**config.mk**
```make
export PLATFORM = sky130hd
export DESIGN_NAME = t16_dev_flat
export DESIGN_NICKNAME = d
export VERILOG_FILES = /design/src/t16_pkg.sv /design/src/t16_if.sv /design/src/t16_dev.sv /design/src/flat_wrapper.sv
export SDC_FILE = /design/constraint.sdc
export NUM_CORES = 1
export LEC_CHECK = 0
export ABC_AREA = 1
export BUFFER_PORTS_ARGS = -buffer_cell sky130_fd_sc_hd__buf_2
export CAP_MARGIN = 40
export CORE_ASPECT_RATIO = 1.2
export CORE_UTILIZATION = 62
export DETAILED_ROUTE_END_ITERATION = 6
export PLACE_DENSITY_LB_ADDON = 0.15
export SYNTH_ARGS = -nofsm -noshare
export SYNTH_HDL_FRONTEND = slang
export SYNTH_SLANG_ARGS = --single-unit
```
**constraint.sdc**
```tcl
create_clock -name clk_i -period 3.5 [get_ports clk_i]
set_clock_uncertainty 0.05 [all_clocks]
set_input_delay 0.7 -clock clk_i [delete_from_list [all_inputs] [get_ports clk_i]]
set_output_delay 0.7 -clock clk_i [all_outputs]
set_load 0.05 [all_outputs]
```
**src/t16_pkg.sv**
```systemverilog
// Shared constants for the 16-bit timer and its byte-bus controller.
package t16_pkg;
   // ----------------------------------------------------------------
   // Byte map of the timer on the link
   // ----------------------------------------------------------------
   localparam logic [4:0] A_CTLA  = 5'h00;
   localparam logic [4:0] A_CTLB  = 5'h01;
   localparam logic [4:0] A_CTLC  = 5'h02;
   localparam logic [4:0] A_CNTL  = 5'h03;
   localparam logic [4:0] A_CNTH  = 5'h04;
   localparam logic [4:0] A_CMPL  = 5'h05; // A low; B and C follow in pairs
   localparam logic [4:0] A_CAPL  = 5'h0B;
   localparam logic [4:0] A_CAPH  = 5'h0C;
   localparam logic [4:0] A_FLAG  = 5'h0D;
   localparam logic [4:0] A_MASK  = 5'h0E;
   localparam logic [4:0] A_STEP  = 5'h02;
   // ----------------------------------------------------------------
   // Clock select, modes, fixed tops
   // ----------------------------------------------------------------
   localparam logic [2:0] CS_OFF  = 3'h0;
   localparam logic [2:0] CS_SYS  = 3'h1;
   localparam logic [2:0] CS_D8   = 3'h2;
   localparam logic [2:0] CS_D64  = 3'h3;
   localparam logic [2:0] CS_D256 = 3'h4;
   localparam logic [2:0] CS_D1K  = 3'h5;
   localparam logic [2:0] CS_FALL = 3'h6;
   localparam logic [2:0] CS_RISE = 3'h7;
   localparam logic [3:0] M_CTC_A = 4'h4;
   localparam logic [3:0] M_CTC_C = 4'hC;
   localparam logic [3:0] M_PWM_C = 4'hE;
   localparam logic [3:0] M_PWM_A = 4'hF;
   localparam logic [15:0] TOP_8  = 16'h00FF;
   localparam logic [15:0] TOP_9  = 16'h01FF;
   localparam logic [15:0] TOP_10 = 16'h03FF;
   localparam logic [15:0] MAXV   = 16'hFFFF;
   localparam logic [15:0] BOTV   = 16'h0000;
   // ----------------------------------------------------------------
   // Flag bits, filter, prescaler
   // ----------------------------------------------------------------
   localparam int F_OVF = 0;
   localparam int F_CMP = 1; // channels A..C at 1..3
   localparam int F_CAP = 4;
   localparam int NFLAG = 5;
   localparam int NFILT = 4;
   localparam int PREW  = 10;
   // ----------------------------------------------------------------
   // Controller registers (byte addresses)
   // ----------------------------------------------------------------
   localparam logic [3:0] W_DATA = 4'h0;
   localparam logic [3:0] W_CMD  = 4'h4;
   localparam logic [3:0] W_STAT = 4'h8;
   localparam logic [3:0] W_RES  = 4'hC;
   localparam int C_WR   = 8;
   localparam int C_WIDE = 9;
   typedef enum logic [1:0] {H_IDLE = 2'b00, H_ONE = 2'b01, H_TWO = 2'b11,
                             H_LAST = 2'b10} t16_hst_t;
endpackage

```
**src/t16_if.sv**
```systemverilog
// Byte-wide register link between the timer and its controller.
interface t16_if (
   input wire logic clk_i
);
   logic [4:0] addr;  // Byte location.
   logic [7:0] wdata; // Write byte.
   logic       wr;    // One-cycle write strobe.
   logic       rd;    // One-cycle read strobe.
   logic [7:0] rdata; // Read byte, valid the cycle after rd.
   logic       irq;   // Masked request level.
   modport dev (input addr, wdata, wr, rd, output rdata, irq);
   modport host (output addr, wdata, wr, rd, input rdata, irq);
endinterface

```
**src/t16_dev.sv**
```systemverilog
// Sixteen-bit timer with byte-wide register access through one holding byte.
// Notes on behaviour
// - Wide registers reached as two byte accesses.
// - One holding byte shared by all.
// - Low write loads holding and low together.
// - Low read copies upper byte to holding.
// - Compare reads return upper byte directly.
// - Host writes high first, reads low first.
// - Host resamples the request and never blocks it.
// - Control bytes read and written freely.
// - Clock select picks tick source or stops.
// - Buffered compares checked against counter on each tick.
// - Compare match sets its channel flag.
// - Capture edge stores counter unless capture is top, optional filter.
// - Bottom at zero, max at all ones.
// - Top fixed, compare A or capture.
// - Compare A as PWM top: no output.
// - Host uses capture for fixed top.
// - Flags visible, each gated by mask.
// - Host counter write beats counting.
// - Capture writable only when it is top.
//
// The register addresses and the Wishbone interface to the registers were left to the implementer.
module t16_dev (
   input  wire logic       clk_i,   // System clock.
   input  wire logic       rst_i,   // Synchronous reset.
   input  wire logic       ext_count_pin_i, // External count pin.
   input  wire logic       capture_input_pin_i, // Capture pin.
   input  wire logic       cmp_in_i, // Comparator output, capture source.
   output logic [2:0]      compare_output_pins_o, // Waveform outputs.
   output logic            bottom_o, // Counter at zero.
   output logic            max_o,    // Counter at all ones.
   t16_if.dev              lnk       // Register link.
);
   localparam int NF = t16_pkg::NFLAG;
   logic [7:0]  timer_control_regs [3];
   logic [7:0]  hold_reg;
   logic [15:0] count_value;
   logic [15:0] capture_value;
   logic [15:0] cmp_buf [3];
   logic [15:0] cmp_act [3];
   logic [15:0] top;
   logic [3:0]  mode;
   logic [2:0]  csel;
   logic        pwm;
   logic        cap_top;
   logic        tick;
   logic        wrap;
   logic [2:0]  match;
   logic [NF-1:0] timer_flag_reg;
   logic [NF-1:0] timer_mask_reg;
   logic [NF-1:0] fset;
   logic [NF-1:0] fclr;
   logic [t16_pkg::PREW-1:0] pre_reg;
   logic [2:0]  ext_s;
   logic [1:0]  cap_s;
   logic [1:0]  cmpi_s;
   logic [t16_pkg::NFILT-1:0] filt_reg;
   logic        cap_lvl_reg;
   logic        cap_prev_reg;
   logic        cap_raw;
   logic        cap_now;
   logic        cap_evt;

   assign mode = {timer_control_regs[1][4:3], timer_control_regs[0][1:0]};
   assign csel = timer_control_regs[1][2:0];
   assign pwm  = (mode[2:0] != 3'h0 && mode[2:0] != t16_pkg::M_CTC_A[2:0])
                 || mode == t16_pkg::M_PWM_C || mode == t16_pkg::M_PWM_A;
   assign cap_top = mode == t16_pkg::M_CTC_C || mode == t16_pkg::M_PWM_C;
   assign wrap = tick && count_value == top;

   // ----------------------------------------------------------------
   // Top selection
   // ----------------------------------------------------------------
   always_comb begin
      case (mode)
         4'h1, 4'h5:       top = t16_pkg::TOP_8;
         4'h2, 4'h6:       top = t16_pkg::TOP_9;
         4'h3, 4'h7:       top = t16_pkg::TOP_10;
         t16_pkg::M_CTC_A,
         t16_pkg::M_PWM_A: top = cmp_act[0];
         t16_pkg::M_CTC_C,
         t16_pkg::M_PWM_C: top = capture_value;
         default:          top = t16_pkg::MAXV;
      endcase
   end

   // ----------------------------------------------------------------
   // Pin synchronisers and timer tick
   // ----------------------------------------------------------------
   always_ff @(posedge clk_i) begin
      if (rst_i) begin
         ext_s  <= 3'h0;
         cap_s  <= 2'h0;
         cmpi_s <= 2'h0;
      end else begin
         ext_s  <= {ext_s[1:0], ext_count_pin_i};
         cap_s  <= {cap_s[0], capture_input_pin_i};
         cmpi_s <= {cmpi_s[0], cmp_in_i};
      end
   end

   // The prescaler runs free, so the first prescaled tick after a start
   // may come anywhere within one divided period.
   always_ff @(posedge clk_i) begin
      if (rst_i) pre_reg <= '0;
      else pre_reg <= pre_reg + 1'b1;
   end

   always_comb begin
      case (csel)
         t16_pkg::CS_SYS:  tick = 1'b1;
         t16_pkg::CS_D8:   tick = &pre_reg[2:0];
         t16_pkg::CS_D64:  tick = &pre_reg[5:0];
         t16_pkg::CS_D256: tick = &pre_reg[7:0];
         t16_pkg::CS_D1K:  tick = &pre_reg;
         t16_pkg::CS_FALL: tick = ext_s[2] && !ext_s[1];
         t16_pkg::CS_RISE: tick = !ext_s[2] && ext_s[1];
         default:          tick = 1'b0;
      endcase
   end

   // ----------------------------------------------------------------
   // Counter
   // ----------------------------------------------------------------
   always_ff @(posedge clk_i) begin
      if (rst_i) count_value <= t16_pkg::BOTV;
      else if (lnk.wr && lnk.addr == t16_pkg::A_CNTL) count_value <= {hold_reg, lnk.wdata};
      else if (wrap) count_value <= t16_pkg::BOTV;
      else if (tick) count_value <= count_value + 16'h0001;
   end

   always_ff @(posedge clk_i) begin
      if (rst_i) begin
         bottom_o <= 1'b1;
         max_o    <= 1'b0;
      end else begin
         bottom_o <= count_value == t16_pkg::BOTV;
         max_o    <= count_value == t16_pkg::MAXV;
      end
   end

   // ----------------------------------------------------------------
   // Holding byte and control bytes
   // ----------------------------------------------------------------
   always_ff @(posedge clk_i) begin
      if (rst_i) hold_reg <= 8'h00;
      else if (lnk.wr && (lnk.addr == t16_pkg::A_CNTH || lnk.addr == t16_pkg::A_CAPH
               || lnk.addr == t16_pkg::A_CMPL + 5'h01 || lnk.addr == t16_pkg::A_CMPL + 5'h03
               || lnk.addr == t16_pkg::A_CMPL + 5'h05)) hold_reg <= lnk.wdata;
      else if (lnk.rd && lnk.addr == t16_pkg::A_CNTL) hold_reg <= count_value[15:8];
      else if (lnk.rd && lnk.addr == t16_pkg::A_CAPL) hold_reg <= capture_value[15:8];
   end

   always_ff @(posedge clk_i) begin
      if (rst_i) begin
         timer_control_regs <= '{default: 8'h00};
      end else if (lnk.wr && lnk.addr <= t16_pkg::A_CTLC) begin
         timer_control_regs[lnk.addr[1:0]] <= lnk.wdata;
      end
   end

   // ----------------------------------------------------------------
   // Compare channels
   // ----------------------------------------------------------------
   generate
      for (genvar c = 0; c < 3; c++) begin : g_cmp
         localparam logic [4:0] LO = t16_pkg::A_CMPL + 5'(c * 2);
         assign match[c] = tick && count_value == cmp_act[c];
         always_ff @(posedge clk_i) begin
            if (rst_i) cmp_buf[c] <= 16'h0000;
            else if (lnk.wr && lnk.addr == LO) cmp_buf[c] <= {hold_reg, lnk.wdata};
         end
         // In PWM modes the new value only takes effect at the period end.
         always_ff @(posedge clk_i) begin
            if (rst_i) cmp_act[c] <= 16'h0000;
            else if (!pwm || wrap) cmp_act[c] <= cmp_buf[c];
         end
         always_ff @(posedge clk_i) begin
            if (rst_i) compare_output_pins_o[c] <= 1'b0;
            else if (c == 0 && mode == t16_pkg::M_PWM_A) compare_output_pins_o[c] <= 1'b0;
            else if (pwm && wrap) compare_output_pins_o[c] <= 1'b1;
            else if (match[c]) compare_output_pins_o[c] <= pwm ? 1'b0 : !compare_output_pins_o[c];
         end
      end
   endgenerate

   // ----------------------------------------------------------------
   // Capture unit
   // ----------------------------------------------------------------
   assign cap_raw = timer_control_regs[2][0] ? cmpi_s[1] : cap_s[1];
   assign cap_now = timer_control_regs[1][7] ? cap_lvl_reg : cap_raw;
   assign cap_evt = !cap_top && (cap_now != cap_prev_reg)
                    && (cap_now == timer_control_regs[1][6]);

   // The filter accepts a new level only after it is seen on every sample.
   always_ff @(posedge clk_i) begin
      if (rst_i) begin
         filt_reg     <= '0;
         cap_lvl_reg  <= 1'b0;
         cap_prev_reg <= 1'b0;
      end else begin
         filt_reg     <= {filt_reg[t16_pkg::NFILT-2:0], cap_raw};
         if (&filt_reg) cap_lvl_reg <= 1'b1;
         else if (~|filt_reg) cap_lvl_reg <= 1'b0;
         cap_prev_reg <= cap_now;
      end
   end

   always_ff @(posedge clk_i) begin
      if (rst_i) capture_value <= 16'h0000;
      else if (cap_top && lnk.wr && lnk.addr == t16_pkg::A_CAPL)
         capture_value <= {hold_reg, lnk.wdata};
      else if (cap_evt) capture_value <= count_value;
   end

   // ----------------------------------------------------------------
   // Flags, mask and request
   // ----------------------------------------------------------------
   assign fset = {cap_evt, match & 3'(~0), wrap};
   assign fclr = (lnk.wr && lnk.addr == t16_pkg::A_FLAG) ? lnk.wdata[NF-1:0] : '0;

   always_ff @(posedge clk_i) begin
      if (rst_i) timer_flag_reg <= '0;
      else timer_flag_reg <= (timer_flag_reg & ~fclr) | fset;
   end

   always_ff @(posedge clk_i) begin
      if (rst_i) timer_mask_reg <= '0;
      else if (lnk.wr && lnk.addr == t16_pkg::A_MASK) timer_mask_reg <= lnk.wdata[NF-1:0];
   end

   always_ff @(posedge clk_i) begin
      if (rst_i) lnk.irq <= 1'b0;
      else lnk.irq <= |(timer_flag_reg & timer_mask_reg);
   end

   // ----------------------------------------------------------------
   // Read data, one cycle after the strobe
   // ----------------------------------------------------------------
   always_ff @(posedge clk_i) begin
      if (rst_i) lnk.rdata <= 8'h00;
      else if (lnk.rd) begin
         case (lnk.addr)
            t16_pkg::A_CTLA, t16_pkg::A_CTLB,
            t16_pkg::A_CTLC: lnk.rdata <= timer_control_regs[lnk.addr[1:0]];
            t16_pkg::A_CNTL: lnk.rdata <= count_value[7:0];
            t16_pkg::A_CAPL: lnk.rdata <= capture_value[7:0];
            t16_pkg::A_CNTH,
            t16_pkg::A_CAPH: lnk.rdata <= hold_reg;
            5'h05:           lnk.rdata <= cmp_buf[0][7:0];
            5'h06:           lnk.rdata <= cmp_buf[0][15:8];
            5'h07:           lnk.rdata <= cmp_buf[1][7:0];
            5'h08:           lnk.rdata <= cmp_buf[1][15:8];
            5'h09:           lnk.rdata <= cmp_buf[2][7:0];
            5'h0A:           lnk.rdata <= cmp_buf[2][15:8];
            t16_pkg::A_FLAG: lnk.rdata <= {3'h0, timer_flag_reg};
            t16_pkg::A_MASK: lnk.rdata <= {3'h0, timer_mask_reg};
            default:         lnk.rdata <= 8'h00;
         endcase
      end
   end
endmodule // t16_dev

```
**src/flat_wrapper.sv**
```systemverilog
// flat-port wrapper written by rule: the top's interface ports become plain ports
module t16_dev_flat 
  (clk_i, rst_i, ext_count_pin_i, capture_input_pin_i, cmp_in_i, compare_output_pins_o, bottom_o, max_o, lnk_addr, lnk_wdata, lnk_wr, lnk_rd, lnk_rdata, lnk_irq);
  t16_if lnk_i (.clk_i(clk_i));
  input  wire logic clk_i;
  input  wire logic rst_i;
  input  wire logic ext_count_pin_i;
  input  wire logic capture_input_pin_i;
  input  wire logic cmp_in_i;
  output logic [2:0] compare_output_pins_o;
  output logic bottom_o;
  output logic max_o;
  input wire logic [$bits(lnk_i.addr)-1:0] lnk_addr;
  input wire logic [$bits(lnk_i.wdata)-1:0] lnk_wdata;
  input wire logic [$bits(lnk_i.wr)-1:0] lnk_wr;
  input wire logic [$bits(lnk_i.rd)-1:0] lnk_rd;
  output wire logic [$bits(lnk_i.rdata)-1:0] lnk_rdata;
  output wire logic [$bits(lnk_i.irq)-1:0] lnk_irq;
  assign lnk_i.addr = lnk_addr;
  assign lnk_i.wdata = lnk_wdata;
  assign lnk_i.wr = lnk_wr;
  assign lnk_i.rd = lnk_rd;
  assign lnk_rdata = lnk_i.rdata;
  assign lnk_irq = lnk_i.irq;
  t16_dev u_core (.clk_i(clk_i), .rst_i(rst_i), .ext_count_pin_i(ext_count_pin_i), .capture_input_pin_i(capture_input_pin_i), .cmp_in_i(cmp_in_i), .compare_output_pins_o(compare_output_pins_o), .bottom_o(bottom_o), .max_o(max_o), .lnk(lnk_i));
endmodule
```
==> summary.txt <==
Largest net degree at the start of global routing: 58
P_int: 4.02 mW
Die height: 144 um
Asr flop ratio synth: 0%
MaxCap Viol Count: 0
CP max FO: 23
Pwr/cell area: 464 mW/mm^2
Drt pass-1 iters: 7
Leading post-synthesis cells by cell area: edfxtp_1 (28%), dfxtp_1 (21%), nand2_1 (8.3%)
Number of core rows: 51
Die width: 121 um
Final Util: 70.2%
DR WL/cell: 20.8 um
Initial antenna violation count: 0
Fin Hold WS: 0.338 ns
Most common flop cell mapped by yosys: dfxtp_1
Slew headroom: 46.6%
Synthesized area: 0.0105 mm^2
Switching share of power: 24.7%
Worst path slowest cell: nor2_1
Nets: 1360
Post-synth top cells: nand2_1 (233), nor2_1 (201), inv_1 (154), dfxtp_1 (111), edfxtp_1 (96)
Failing checks: design-rule violations
Critical path depth: 14
Worst slew pin tran: 0.798 ns
Fillers: 1342
Seq/Total Area, Yosys: 48.7%
Final wirelength: 32500 um
Clk network pwr share: 42.6%
CTS max path bufs: 3
Clock Root Buffer: clkbuf_16
Max-slew violation count: 0
Leakage power: 4.50 nW
Maximum vdd drop: 383 uV
Gate power share: 7.3%
Final Cycle Share: 80.4%
RSZ-0062 raised after global routing: no
Number of flops mapped to enable cells by yosys: 96
Cell taking the most area after synthesis: edfxtp_1
CTS clk-pin slew, worst paths: 0.06 ns
CTS sink cnt: 207
Setup violations, final: 0
DRC Markers: 1
Die footprint: 0.0174 mm^2
Flops & latches, synth: 207
DR vias/cell: 6.05
R2R depth: 14
Post-synth cell types: 43
Total CTS buffers: 22
Crit-path cells: ha_1, nand3_1, nor2_1, nand3_1, nand2_1, a21oi_1, nor2_1, nand2_1, nor2_2, nand3_2, nand2_1, nand2_2, buf_4, nor2_1
Post-CTS Setup Bufs: 0
Sequential fraction of design power: 50.1%
Worst skew pair latency: 0.52 ns
Final-report hold violation count: 0
Syn Area/Cell: 7.98 um^2
NetSw: 1.32 mW
Worst Path Buf+Inv: 1
# IOs: 34
Critical Path Sink Type: register
Max incr delay on CP: 0.43 ns
Layout cell share with drive strength beyond 1: 10.1%
Post-cts sizing count: 0
CTS Hold Bufs: 0
Worst Hold Depth: 3
Post-Place Worst Slack: 0.574 ns
Final HPWL DP: 22600 um
Final worst slack: 0.686 ns
Starting density of the core: 63.9%
IO Port Bufs: 33
Critical path class: register to register
Total track usage: 38.1%
Syn Inst Count: 1313
Hold Path Class: input pin to register
Global-route wire length before repair: 48700 um
Vias: 9450
Syn Nets: 1337
CP arrival: 3.14 ns
Antenna cells: 0
Setup total negative slack: 0 ns
Vias in the first global route: 8581
Critical path's top delay family: simple AND/OR/NAND/NOR gates
GR Overflow Total: 0
CORE AREA: 0.0164 mm^2
Highest Clock Rate: 355 MHz
H-Tree Depth: 1
CP startpoint kind: register
Iter 0 DRT Violations: 1293
Synth Warn #: 0
Worst Path Required: 3.83 ns
RePlAce Congestion: 1.00
Synth top area share: 27.5%
Status: finished, violations left
Overall power: 5.34 mW
TritonCTS clock tree: built
Minimum clock period after layout: 2.81 ns
Biggest regs: u_core.cmp_act (48), u_core.cmp_buf (48), u_core.timer_control_regs (17)
Post-DRT Antenna Nets: 0
Top-count cell post-synth: nand2_1
Layout area overhead: 9.91%
[final timing paths]
path / slack [ns] / end / from
setup / recovery: 0.69 / u_core.cmp_act[1][10] / u_core.pre_reg[0]
hold / removal: 0.34 / u_core.cmpi_s[0] / cmp_in_i
setup reg to reg: 0.69 / u_core.cmp_act[1][10] / u_core.pre_reg[0]
hold reg to reg: 0.36 / u_core.ext_s[1] / u_core.ext_s[0]
[cells in the final DEF, fill, tap and decap left out, types with 12 or more instances in the layout]
master | synthesis | routed
dfxtp_1 | 111 | 111
clkbuf_16 | 0 | 24
a21oi_1 | 86 | 86
inv_1 | 154 | 154
nand4_1 | 33 | 33
o21ai_0 | 85 | 82
buf_4 | 1 | 23
nor2_1 | 201 | 201
nand3_1 | 50 | 49
edfxtp_1 | 96 | 96
nand2_1 | 233 | 232
nor2_4 | 21 | 21
buf_2 | 12 | 33
nor3_1 | 13 | 13
o22ai_1 | 51 | 51
a221oi_1 | 12 | 12
xnor2_1 | 35 | 35
[layout make-up]
type	instances	area, um^2	share of cell area [%]
flip-flops and latches	207	5100	44.3
clock inverters	9	56.3	0.489
repair buffers	57	358	3.11
well taps	212	265	2.30
multi-input cells	883	4470	38.8
inverters	165	619	5.38
clock buffers	30	643	5.59
[kinds of logic (layout without fill, tap and decap cells)]
kind of cell               count (synthesis)  count (layout)  share of synthesized area (%)
and+or+nand+nor                          580             580                           24.6
AOI/OAI and AO/OA                        252             252                           13.5
buffers and inverters                    223             261                           8.70
DFF                                      207             207                           48.7
xor gates and xnor gates                  46              46                           3.85
adders and majority gates                  4               4                          0.478
muxes                                      1               1                         0.0956
[stage by stage]
stage / cell area, um^2 / instances
2_1_floorplan: 10500 / 1313
3_3_place_gp: 10800 / 1524
3_5_place_dp: 10800 / 1524
4_1_cts: 11500 / 1563
5_1_grt: 11500 / 1563
6_report: 11500 / 1563
[power groups by stage]
stage / clock network [mW] / registers (mW) / logic [mW]
floorplan: 0 / 2.72 / 0.252
global placement: 0 / 2.72 / 0.370
detailed placement: 0 / 2.73 / 0.376
CTS: 2.26 / 2.67 / 0.379
global route: 2.36 / 2.68 / 0.418
finish: 2.27 / 2.68 / 0.388
[metal layers]
metal | routed length [um] | GRT usage [%] | up-vias
met5 | 0 | 0 | -
met4 | 1800 | 20.5 | 0
met3 | 3360 | 5.99 | 109
met2 | 14900 | 62.3 | 545
met1 | 12500 | 48.8 | 4401
li1 | - | - | 4395
[worst reg2reg max path, delay by kind of cell (launching register included)]
| kind | cells | cell delay [ns] |
|---|---|---|
| AOI/OAI and AO/OA | 1 | 0.06 |
| adders and majority gates | 1 | 0.19 |
| buffers and inverters | 1 | 0.29 |
| DFF | 1 | 0.36 |
| and+or+nand+nor | 11 | 1.74 |
(Power assumes the default switching activity.)
